### config.mk
export PLATFORM = sky130hd
export DESIGN_NAME = sarctl_top
export DESIGN_NICKNAME = d
export VERILOG_FILES = /design/src/shared/sarctl_pkg.sv /design/src/verilog/sarctl_osc_port.sv /design/src/verilog/sarctl_top.sv
export VERILOG_INCLUDE_DIRS = /design/src /design/src/shared
export SDC_FILE = /design/constraint.sdc
export NUM_CORES = 1
export LEC_CHECK = 0
export ABC_CLOCK_PERIOD_IN_PS = 2500
export BUFFER_PORTS_ARGS = -buffer_cell sky130_fd_sc_hd__buf_2
export CAP_MARGIN = 20
export CORE_UTILIZATION = 55
export CTS_CLUSTER_SIZE = 16
export DETAILED_ROUTE_END_ITERATION = 12
export GPL_TIMING_DRIVEN = 0
export PLACE_DENSITY = 0.87
export SYNTH_ARGS = -nofsm -noshare
export SYNTH_HDL_FRONTEND = slang
export SYNTH_SLANG_ARGS = --single-unit
### constraint.sdc
create_clock -name clk -period 2.5 [get_ports clk]
set_clock_uncertainty 0.2 [all_clocks]
set_input_delay 0.25 -clock clk [delete_from_list [all_inputs] [get_ports clk]]
set_output_delay 0.25 -clock clk [all_outputs]
set_load 0.02 [all_outputs]
### src/shared/sarctl_defines.svh
`ifndef SARCTL_DEFINES_SVH
`define SARCTL_DEFINES_SVH

// ************************************************************
// Widths
// ************************************************************
`define SARCTL_RESULT_W      12
`define SARCTL_IDX_W         4
`define SARCTL_MSB_IDX       4'hb

// ************************************************************
// Reset values
// ************************************************************
`define SARCTL_RESULT_RST    12'h000
`define SARCTL_IDX_RST       4'h0

// ************************************************************
// Timing
// ************************************************************
`define SARCTL_CLK_MHZ        250
`define SARCTL_DATA_SETUP_NS 70
// Longest time, so the cycle count rounds down
`define SARCTL_DATA_SETUP_CYC \
    ((`SARCTL_DATA_SETUP_NS * `SARCTL_CLK_MHZ) / 1000)

`endif

### src/shared/sarctl_pkg.sv
package sarctl_pkg;

    // ************************************************************
    // Converter sequencing states
    // ************************************************************
    typedef enum logic [1:0] {
        IDLE,
        WAIT_BEGIN,
        CONVERT
    } sarctl_state_t;

endpackage

### src/verilog/sarctl_osc_port.sv
`timescale 1ns/10ps
`include "sarctl_defines.svh"

module sarctl_osc_port (
    input  wire logic clk,
    input  wire logic rst_n,
    input  wire logic oscIn,
    output logic      oscOut,
    output logic      oscFall
);

    logic oscPrev;

    // ************************************************************
    // Oscillator sampling
    // ************************************************************
    always_ff @(posedge clk) begin
        if (!rst_n) begin
            oscPrev <= 1'b0;
            oscOut  <= 1'b1;
        end else begin
            oscPrev <= oscIn;
            oscOut  <= ~oscIn;
        end
    end

    // Falling edge of the conversion clock, one cycle wide
    assign oscFall = oscPrev & ~oscIn;

    // ************************************************************
    // Checks
    // ************************************************************
    property p_osc_inverse;
        @(posedge clk) disable iff (!rst_n)
        $changed(oscIn) |=> (oscOut != $past(oscOut))
            && (oscOut == ~oscPrev);
    endproperty
    a_osc_inverse: assert property (p_osc_inverse)
        else $error("oscillator output is not the inverse of its input");

endmodule

### src/verilog/sarctl_top.sv
`timescale 1ns/10ps
`include "sarctl_defines.svh"

module sarctl_top (
    input  wire logic                         clk,
    input  wire logic                         rst_n,
    input  wire logic                         selectN,
    input  wire logic                         readN,
    input  wire logic                         oscIn,
    input  wire logic                         compIn,
    output logic                              oscOut,
    output logic                              busyN,
    output logic [`SARCTL_RESULT_W-1:0]       result_bus,
    output logic                              resultOe,
    output logic [`SARCTL_RESULT_W-1:0]       dacCode
);

    localparam int DataSetupCyc = `SARCTL_DATA_SETUP_CYC;

    sarctl_pkg::sarctl_state_t         state;
    sarctl_pkg::sarctl_state_t         next_state;
    logic                              readPrev;
    logic                              oscFall;
    logic [`SARCTL_IDX_W-1:0]          bitIdx;
    logic [`SARCTL_IDX_W-1:0]          next_bitIdx;
    logic [`SARCTL_RESULT_W-1:0]       approximation_register;
    logic [`SARCTL_RESULT_W-1:0]       next_approx;
    logic [`SARCTL_RESULT_W-1:0]       decided;
    logic                              next_busyN;
    logic                              next_oe;
    logic                              loadLatch;
    wire                               startReq;
    wire                               idle;
    wire                               decideEdge;
    wire                               lastBit;

    // One-hot mask for a bit position
    function automatic logic [`SARCTL_RESULT_W-1:0] bitMask(
        input logic [`SARCTL_IDX_W-1:0] idx
    );
        bitMask = `SARCTL_RESULT_W'(1) << idx;
    endfunction

    // ************************************************************
    // Oscillator port
    // ************************************************************
    sarctl_osc_port sarctl_osc_port_inst (
        .clk     (clk),
        .rst_n   (rst_n),
        .oscIn   (oscIn),
        .oscOut  (oscOut),
        .oscFall (oscFall)
    );

    // ************************************************************
    // Start decode and sequencing
    // ************************************************************
    // Read falling while select is low; select alone does nothing
    assign startReq   = ~selectN & ~readN & readPrev;
    assign idle       = (state == sarctl_pkg::IDLE);
    assign decideEdge = (state == sarctl_pkg::CONVERT) & oscFall;
    assign lastBit    = (bitIdx == `SARCTL_IDX_RST);
    // Keep the trial bit when the comparator says input is above DAC
    assign decided    = compIn ? approximation_register
                               : approximation_register & ~bitMask(bitIdx);
    assign next_oe    = ~selectN & ~readN;

    always_comb begin
        next_state  = state;
        next_bitIdx = bitIdx;
        next_approx = approximation_register;
        next_busyN  = busyN;
        loadLatch   = 1'b0;
        unique case (state)
            sarctl_pkg::IDLE: begin
                if (startReq) begin
                    next_state  = sarctl_pkg::WAIT_BEGIN;
                    next_approx = `SARCTL_RESULT_RST;
                    next_busyN  = 1'b0;
                end
            end
            sarctl_pkg::WAIT_BEGIN: begin
                // Unsynchronised start waits up to one oscillator period
                if (oscFall) begin
                    next_state  = sarctl_pkg::CONVERT;
                    next_bitIdx = `SARCTL_MSB_IDX;
                    next_approx = bitMask(`SARCTL_MSB_IDX);
                end
            end
            sarctl_pkg::CONVERT: begin
                if (oscFall) begin
                    if (lastBit) begin
                        next_state  = sarctl_pkg::IDLE;
                        next_approx = decided;
                        next_busyN  = 1'b1;
                        loadLatch   = 1'b1;
                    end else begin
                        next_bitIdx = bitIdx - `SARCTL_IDX_W'(1);
                        next_approx = decided | bitMask(next_bitIdx);
                    end
                end
            end
        endcase
    end

    // ************************************************************
    // State registers
    // ************************************************************
    // Further starts are simply not decoded outside idle
    always_ff @(posedge clk) begin
        if (!rst_n) begin
            state    <= sarctl_pkg::IDLE;
            bitIdx   <= `SARCTL_IDX_RST;
            readPrev <= 1'b1;
        end else begin
            state    <= next_state;
            bitIdx   <= next_bitIdx;
            readPrev <= readN;
        end
    end

    always_ff @(posedge clk) begin
        if (!rst_n) begin
            approximation_register <= `SARCTL_RESULT_RST;
            dacCode                <= `SARCTL_RESULT_RST;
        end else begin
            approximation_register <= next_approx;
            dacCode                <= next_approx;
        end
    end

    // ************************************************************
    // Bus side
    // ************************************************************
    // The latch is the bus driver itself: the previous result stays
    // visible through a held read until the new one loads
    always_ff @(posedge clk) begin
        if (!rst_n) begin
            busyN      <= 1'b1;
            resultOe   <= 1'b0;
            result_bus <= `SARCTL_RESULT_RST;
        end else begin
            busyN    <= next_busyN;
            resultOe <= next_oe;
            if (loadLatch) begin
                result_bus <= decided;
            end
        end
    end

    // ************************************************************
    // Checks
    // ************************************************************
    property p_bus_off_unselected;
        @(posedge clk) disable iff (!rst_n)
        (selectN || readN) |=> !resultOe;
    endproperty
    a_bus_off_unselected: assert property (p_bus_off_unselected)
        else $error("result bus enabled without select and read");

    property p_bus_on_selected;
        @(posedge clk) disable iff (!rst_n)
        (!selectN && !readN) |=> resultOe;
    endproperty
    a_bus_on_selected: assert property (p_bus_on_selected)
        else $error("result bus not enabled under select and read");

    property p_start_busy;
        @(posedge clk) disable iff (!rst_n)
        (idle && $fell(readN) && !selectN) |=> !busyN && (dacCode == 0);
    endproperty
    a_start_busy: assert property (p_start_busy)
        else $error("qualified read did not start a conversion");

    property p_read_needs_select;
        @(posedge clk) disable iff (!rst_n)
        (idle && busyN && selectN) |=> busyN;
    endproperty
    a_read_needs_select: assert property (p_read_needs_select)
        else $error("conversion started without select");

    property p_busy_in_conv;
        @(posedge clk) disable iff (!rst_n)
        (state != sarctl_pkg::IDLE) |-> !busyN;
    endproperty
    a_busy_in_conv: assert property (p_busy_in_conv)
        else $error("busy high while converting");

    property p_no_restart;
        @(posedge clk) disable iff (!rst_n)
        (state == sarctl_pkg::CONVERT && startReq && !oscFall)
            |=> (state == sarctl_pkg::CONVERT) && $stable(bitIdx);
    endproperty
    a_no_restart: assert property (p_no_restart)
        else $error("running conversion was restarted");

    property p_begin_edge;
        @(posedge clk) disable iff (!rst_n)
        (state == sarctl_pkg::WAIT_BEGIN && oscFall)
            |=> (state == sarctl_pkg::CONVERT) && (bitIdx == 4'hb)
                && (approximation_register == 12'h800);
    endproperty
    a_begin_edge: assert property (p_begin_edge)
        else $error("bit sequence did not begin at first falling edge");

    property p_bit_step;
        @(posedge clk) disable iff (!rst_n)
        (decideEdge && !lastBit) |=> (bitIdx == $past(bitIdx) - 4'h1);
    endproperty
    a_bit_step: assert property (p_bit_step)
        else $error("bit index did not step down by one");

    property p_latch_on_end;
        @(posedge clk) disable iff (!rst_n)
        $rose(busyN) |-> (result_bus == approximation_register);
    endproperty
    a_latch_on_end: assert property (p_latch_on_end)
        else $error("finished result not copied into the latch");

    property p_data_after_busy;
        @(posedge clk) disable iff (!rst_n)
        $rose(busyN) |-> ##[0:DataSetupCyc] (result_bus == dacCode);
    endproperty
    a_data_after_busy: assert property (p_data_after_busy)
        else $error("result not valid in time after busy rose");

    property p_hold_old;
        @(posedge clk) disable iff (!rst_n)
        (!busyN && !$rose(busyN)) |=> $stable(result_bus) || $rose(busyN);
    endproperty
    a_hold_old: assert property (p_hold_old)
        else $error("latch changed before the conversion finished");

endmodule

==> results.cfg <==
[global_routing]
antenna_found_initial = 0
grt_pass1_wl_mm = 6.86
grt_max_degree = 11
grt_pass1_vias = 1523
grt_overflow = 0
grt_use_total = 0.262

[timing]
max_freq_mhz = 434
worstMarginPinSlew_ns = 0.554
drv_slew = 0
finalSetupTns_ns = 0
setup_viol = 0
period_share = 0.922
min_period_ns = 2.30
rsz0062_at_grt = false
relSlewSlack = 0.629
hold_viol_final = 0

[worst_setup_path]
cp.arrival_ns = 2.34
crit_slowest_cell = dfxtp_1
worstPathCellList = inv_1 -> ha_1 -> or2_2 -> a32oi_1 -> buf_2 -> o21ai_0 -> a32o_1
end_kind = flop
cp_slowest_stage_delay_ns = 0.40
crit_buf_inv = 2
crit_path_start_kind = flop
r2r-start = state[0]$_SDFFE_PN0P_
cpLargestDelayFamily = compound AO/OA/AOI/OAI gates
crit_fanout = 10
cp.required_ns = 2.54
worstSetupPathType = flop to flop
crit_start = state[0]$_SDFFE_PN0P_

[detailed_routing]
vias_per_cell = 5.69
routedWlPerCell_um = 13.8
drtIter0Drc = 90
num_vias = 1674
wl_mm = 4.05
ant_nets = 0
dr.pass1.iters = 6
remaining_drc_errors = 0

[yosys]
synth-edff-count = 0
synth_seq_cells = 35
netlist.area_leader.share = 0.390
synth_flop_cell = dfxtp_1
synth_top_area_cell = dfxtp_1
synth_cell_types = 47
yosys-top-cells-count = 35 x dfxtp_1, 32 x nand2_1, 12 x inv_1
synth.top_cells.by_area = dfxtp_1 39%, nand2_1 6.7%, ha_1 5.6%, a32o_1 4.5%, a21boi_1 2.9%
ys_warn_count = 0
ys_seq_area_frac = 0.390
syn_inst = 208
synth_nets = 222
postSynth.asyncResetShare = 0
syn_area_per_cell_sq_um = 8.63
syn_area_sq_um = 1800
yosysMostFrequentCell = dfxtp_1

[pwr]
p_per_area_nw_per_um2 = 662
switching_power_w = 0.000484
switching_share = 0.346
p_int_w = 0.000914
seqPwrFrac = 0.434
clockPowerShare = 0.220
p_leak_nw = 0.932
max-vdd-ir-drop_mv = 0.397
p_comb_frac = 0.345

[hold_path]
min_from = rst_n
hold_path_class = primary input to flop

[final_layout]
drive_above_1_share = 0.204
fin_util = 0.686
diodes = 0
nets = 264
area_growth_pct = 17.6

[die]
die_w_um = 59.1
io_pins = 33
start_util = 0.583
rows = 20
dieArea_sq_um = 3500
fp.coreArea_sq_um = 3080
die_h_um = 59.1

[clock_network]
cts_made_buffers = 5
tritoncts = done
ctsHtreeMaxLevel = 2
clk_pin_slew_ns = 0.10
root_buffer = clkbuf_4
clock_path_buffers = 2
clkLatencyLatePin_ns = 0.34
postCtsSetupBuffers = 0
cts.sinks = 35

[placed_design]
dpl.hpwl_mm = 2.89
portBuffers = 31
gp_congestion = 0.916

[run_status]
status = complete, no violations

[run]
cap_violations = 0
[state kept, by name, summed over array words and instances, names as in the netlist]
signal / count
bitIdx: 4
resultOe: 1
busyN: 1
approximation_register: 12
sarctl_osc_port_inst.oscOut: 1
sarctl_osc_port_inst.oscPrev: 1
readPrev: 1
state: 2
result_bus: 12
[timing repair]
action                                  CTS  global route
hold buffers                              4             0
gates resized for setup                   0             6
endpoints found under the setup margin    0            16
endpoints found under the hold margin     4             0
[worst paths after layout]
kind                                                          endpoint  slack (ns)  cells after the start
worst max-delay path            approximation_register[9]$_SDFFE_PN0P_        0.20                      7
worst min-delay path                               readPrev$_SDFF_PN1_        0.08                      2
worst max register to register  approximation_register[9]$_SDFFE_PN0P_        0.20                      7
worst min register to register              result_bus[5]$_SDFFE_PN0P_        0.26                      2
[per-layer routing]
metal,GRT usage,part of all wire,vias to the layer above,wire (um)
li1,-,-,827,-
met1,0.359,0.47,780,1890
met2,0.393,0.46,58,1850
met3,0.0655,0.058,9,234
met4,0.112,0.018,0,71
met5,0,0,-,0
[metrics by stage]
stage / setup WS (ns) / power [W] / hold slack (ns) / cell area, sq um / instances
2_1_floorplan: 0.482 / 0.000984 / 0.122 / 1800 / 208
3_3_place_gp: 0.133 / 0.00106 / 0.222 / 2010 / 283
3_5_place_dp: 0.116 / 0.00108 / 0.229 / 2010 / 283
4_1_cts: 0.0749 / 0.00139 / 0.0666 / 2100 / 294
5_1_grt: 0.0876 / 0.00148 / 0.105 / 2110 / 294
6_report: 0.195 / 0.00140 / 0.0800 / 2110 / 294
[area by class of cell]
type	instances	area, sq um
inverters	12	45.0
flip-flops and latches	35	701
clock buffers	6	51.3
clock inverters	1	5.00
repair buffers	35	195
fillers	271	966
multi-input cells	150	1000
plain buffers	11	55.1
well taps	44	55.1
[kinds of logic (layout without fill, tap and decap cells)]
logic type	Yosys count	in the layout	synth area share
compound gates	63	63	0.258
simple gates	77	77	0.231
mux	2	2	0.0112
flops	35	35	0.390
buf+inv	23	65	0.0543
fa+ha+maj	8	8	0.0558
[power by group through the flow]
stage | clock network [W] | logic [W] | registers [W]
final | 0.000308 | 0.000483 | 0.000607
after global routing | 0.000339 | 0.000535 | 0.000611
after CTS | 0.000314 | 0.000470 | 0.000606
after detailed placement | 0 | 0.000457 | 0.000618
after global placement | 0 | 0.000445 | 0.000616
after floorplan | 0 | 0.000364 | 0.000620
[layout by cell type, fill, tap and decap left out, types with 5 or more instances in the layout]
| master | netlist | routed |
|---|---|---|
| a21boi_1 | 7 | 7 |
| a21oi_1 | 6 | 6 |
| a32o_1 | 8 | 8 |
| and2_1 | 8 | 8 |
| buf_2 | 3 | 34 |
| clkbuf_4 | 0 | 5 |
| dfxtp_1 | 35 | 35 |
| ha_1 | 8 | 7 |
| inv_1 | 12 | 12 |
| nand2_1 | 32 | 32 |
| nand2b_1 | 6 | 6 |
| nor2_1 | 6 | 6 |
| o21ai_0 | 10 | 10 |
| o22ai_1 | 5 | 5 |
No activity file was read; power rests on OpenSTA's default activity.
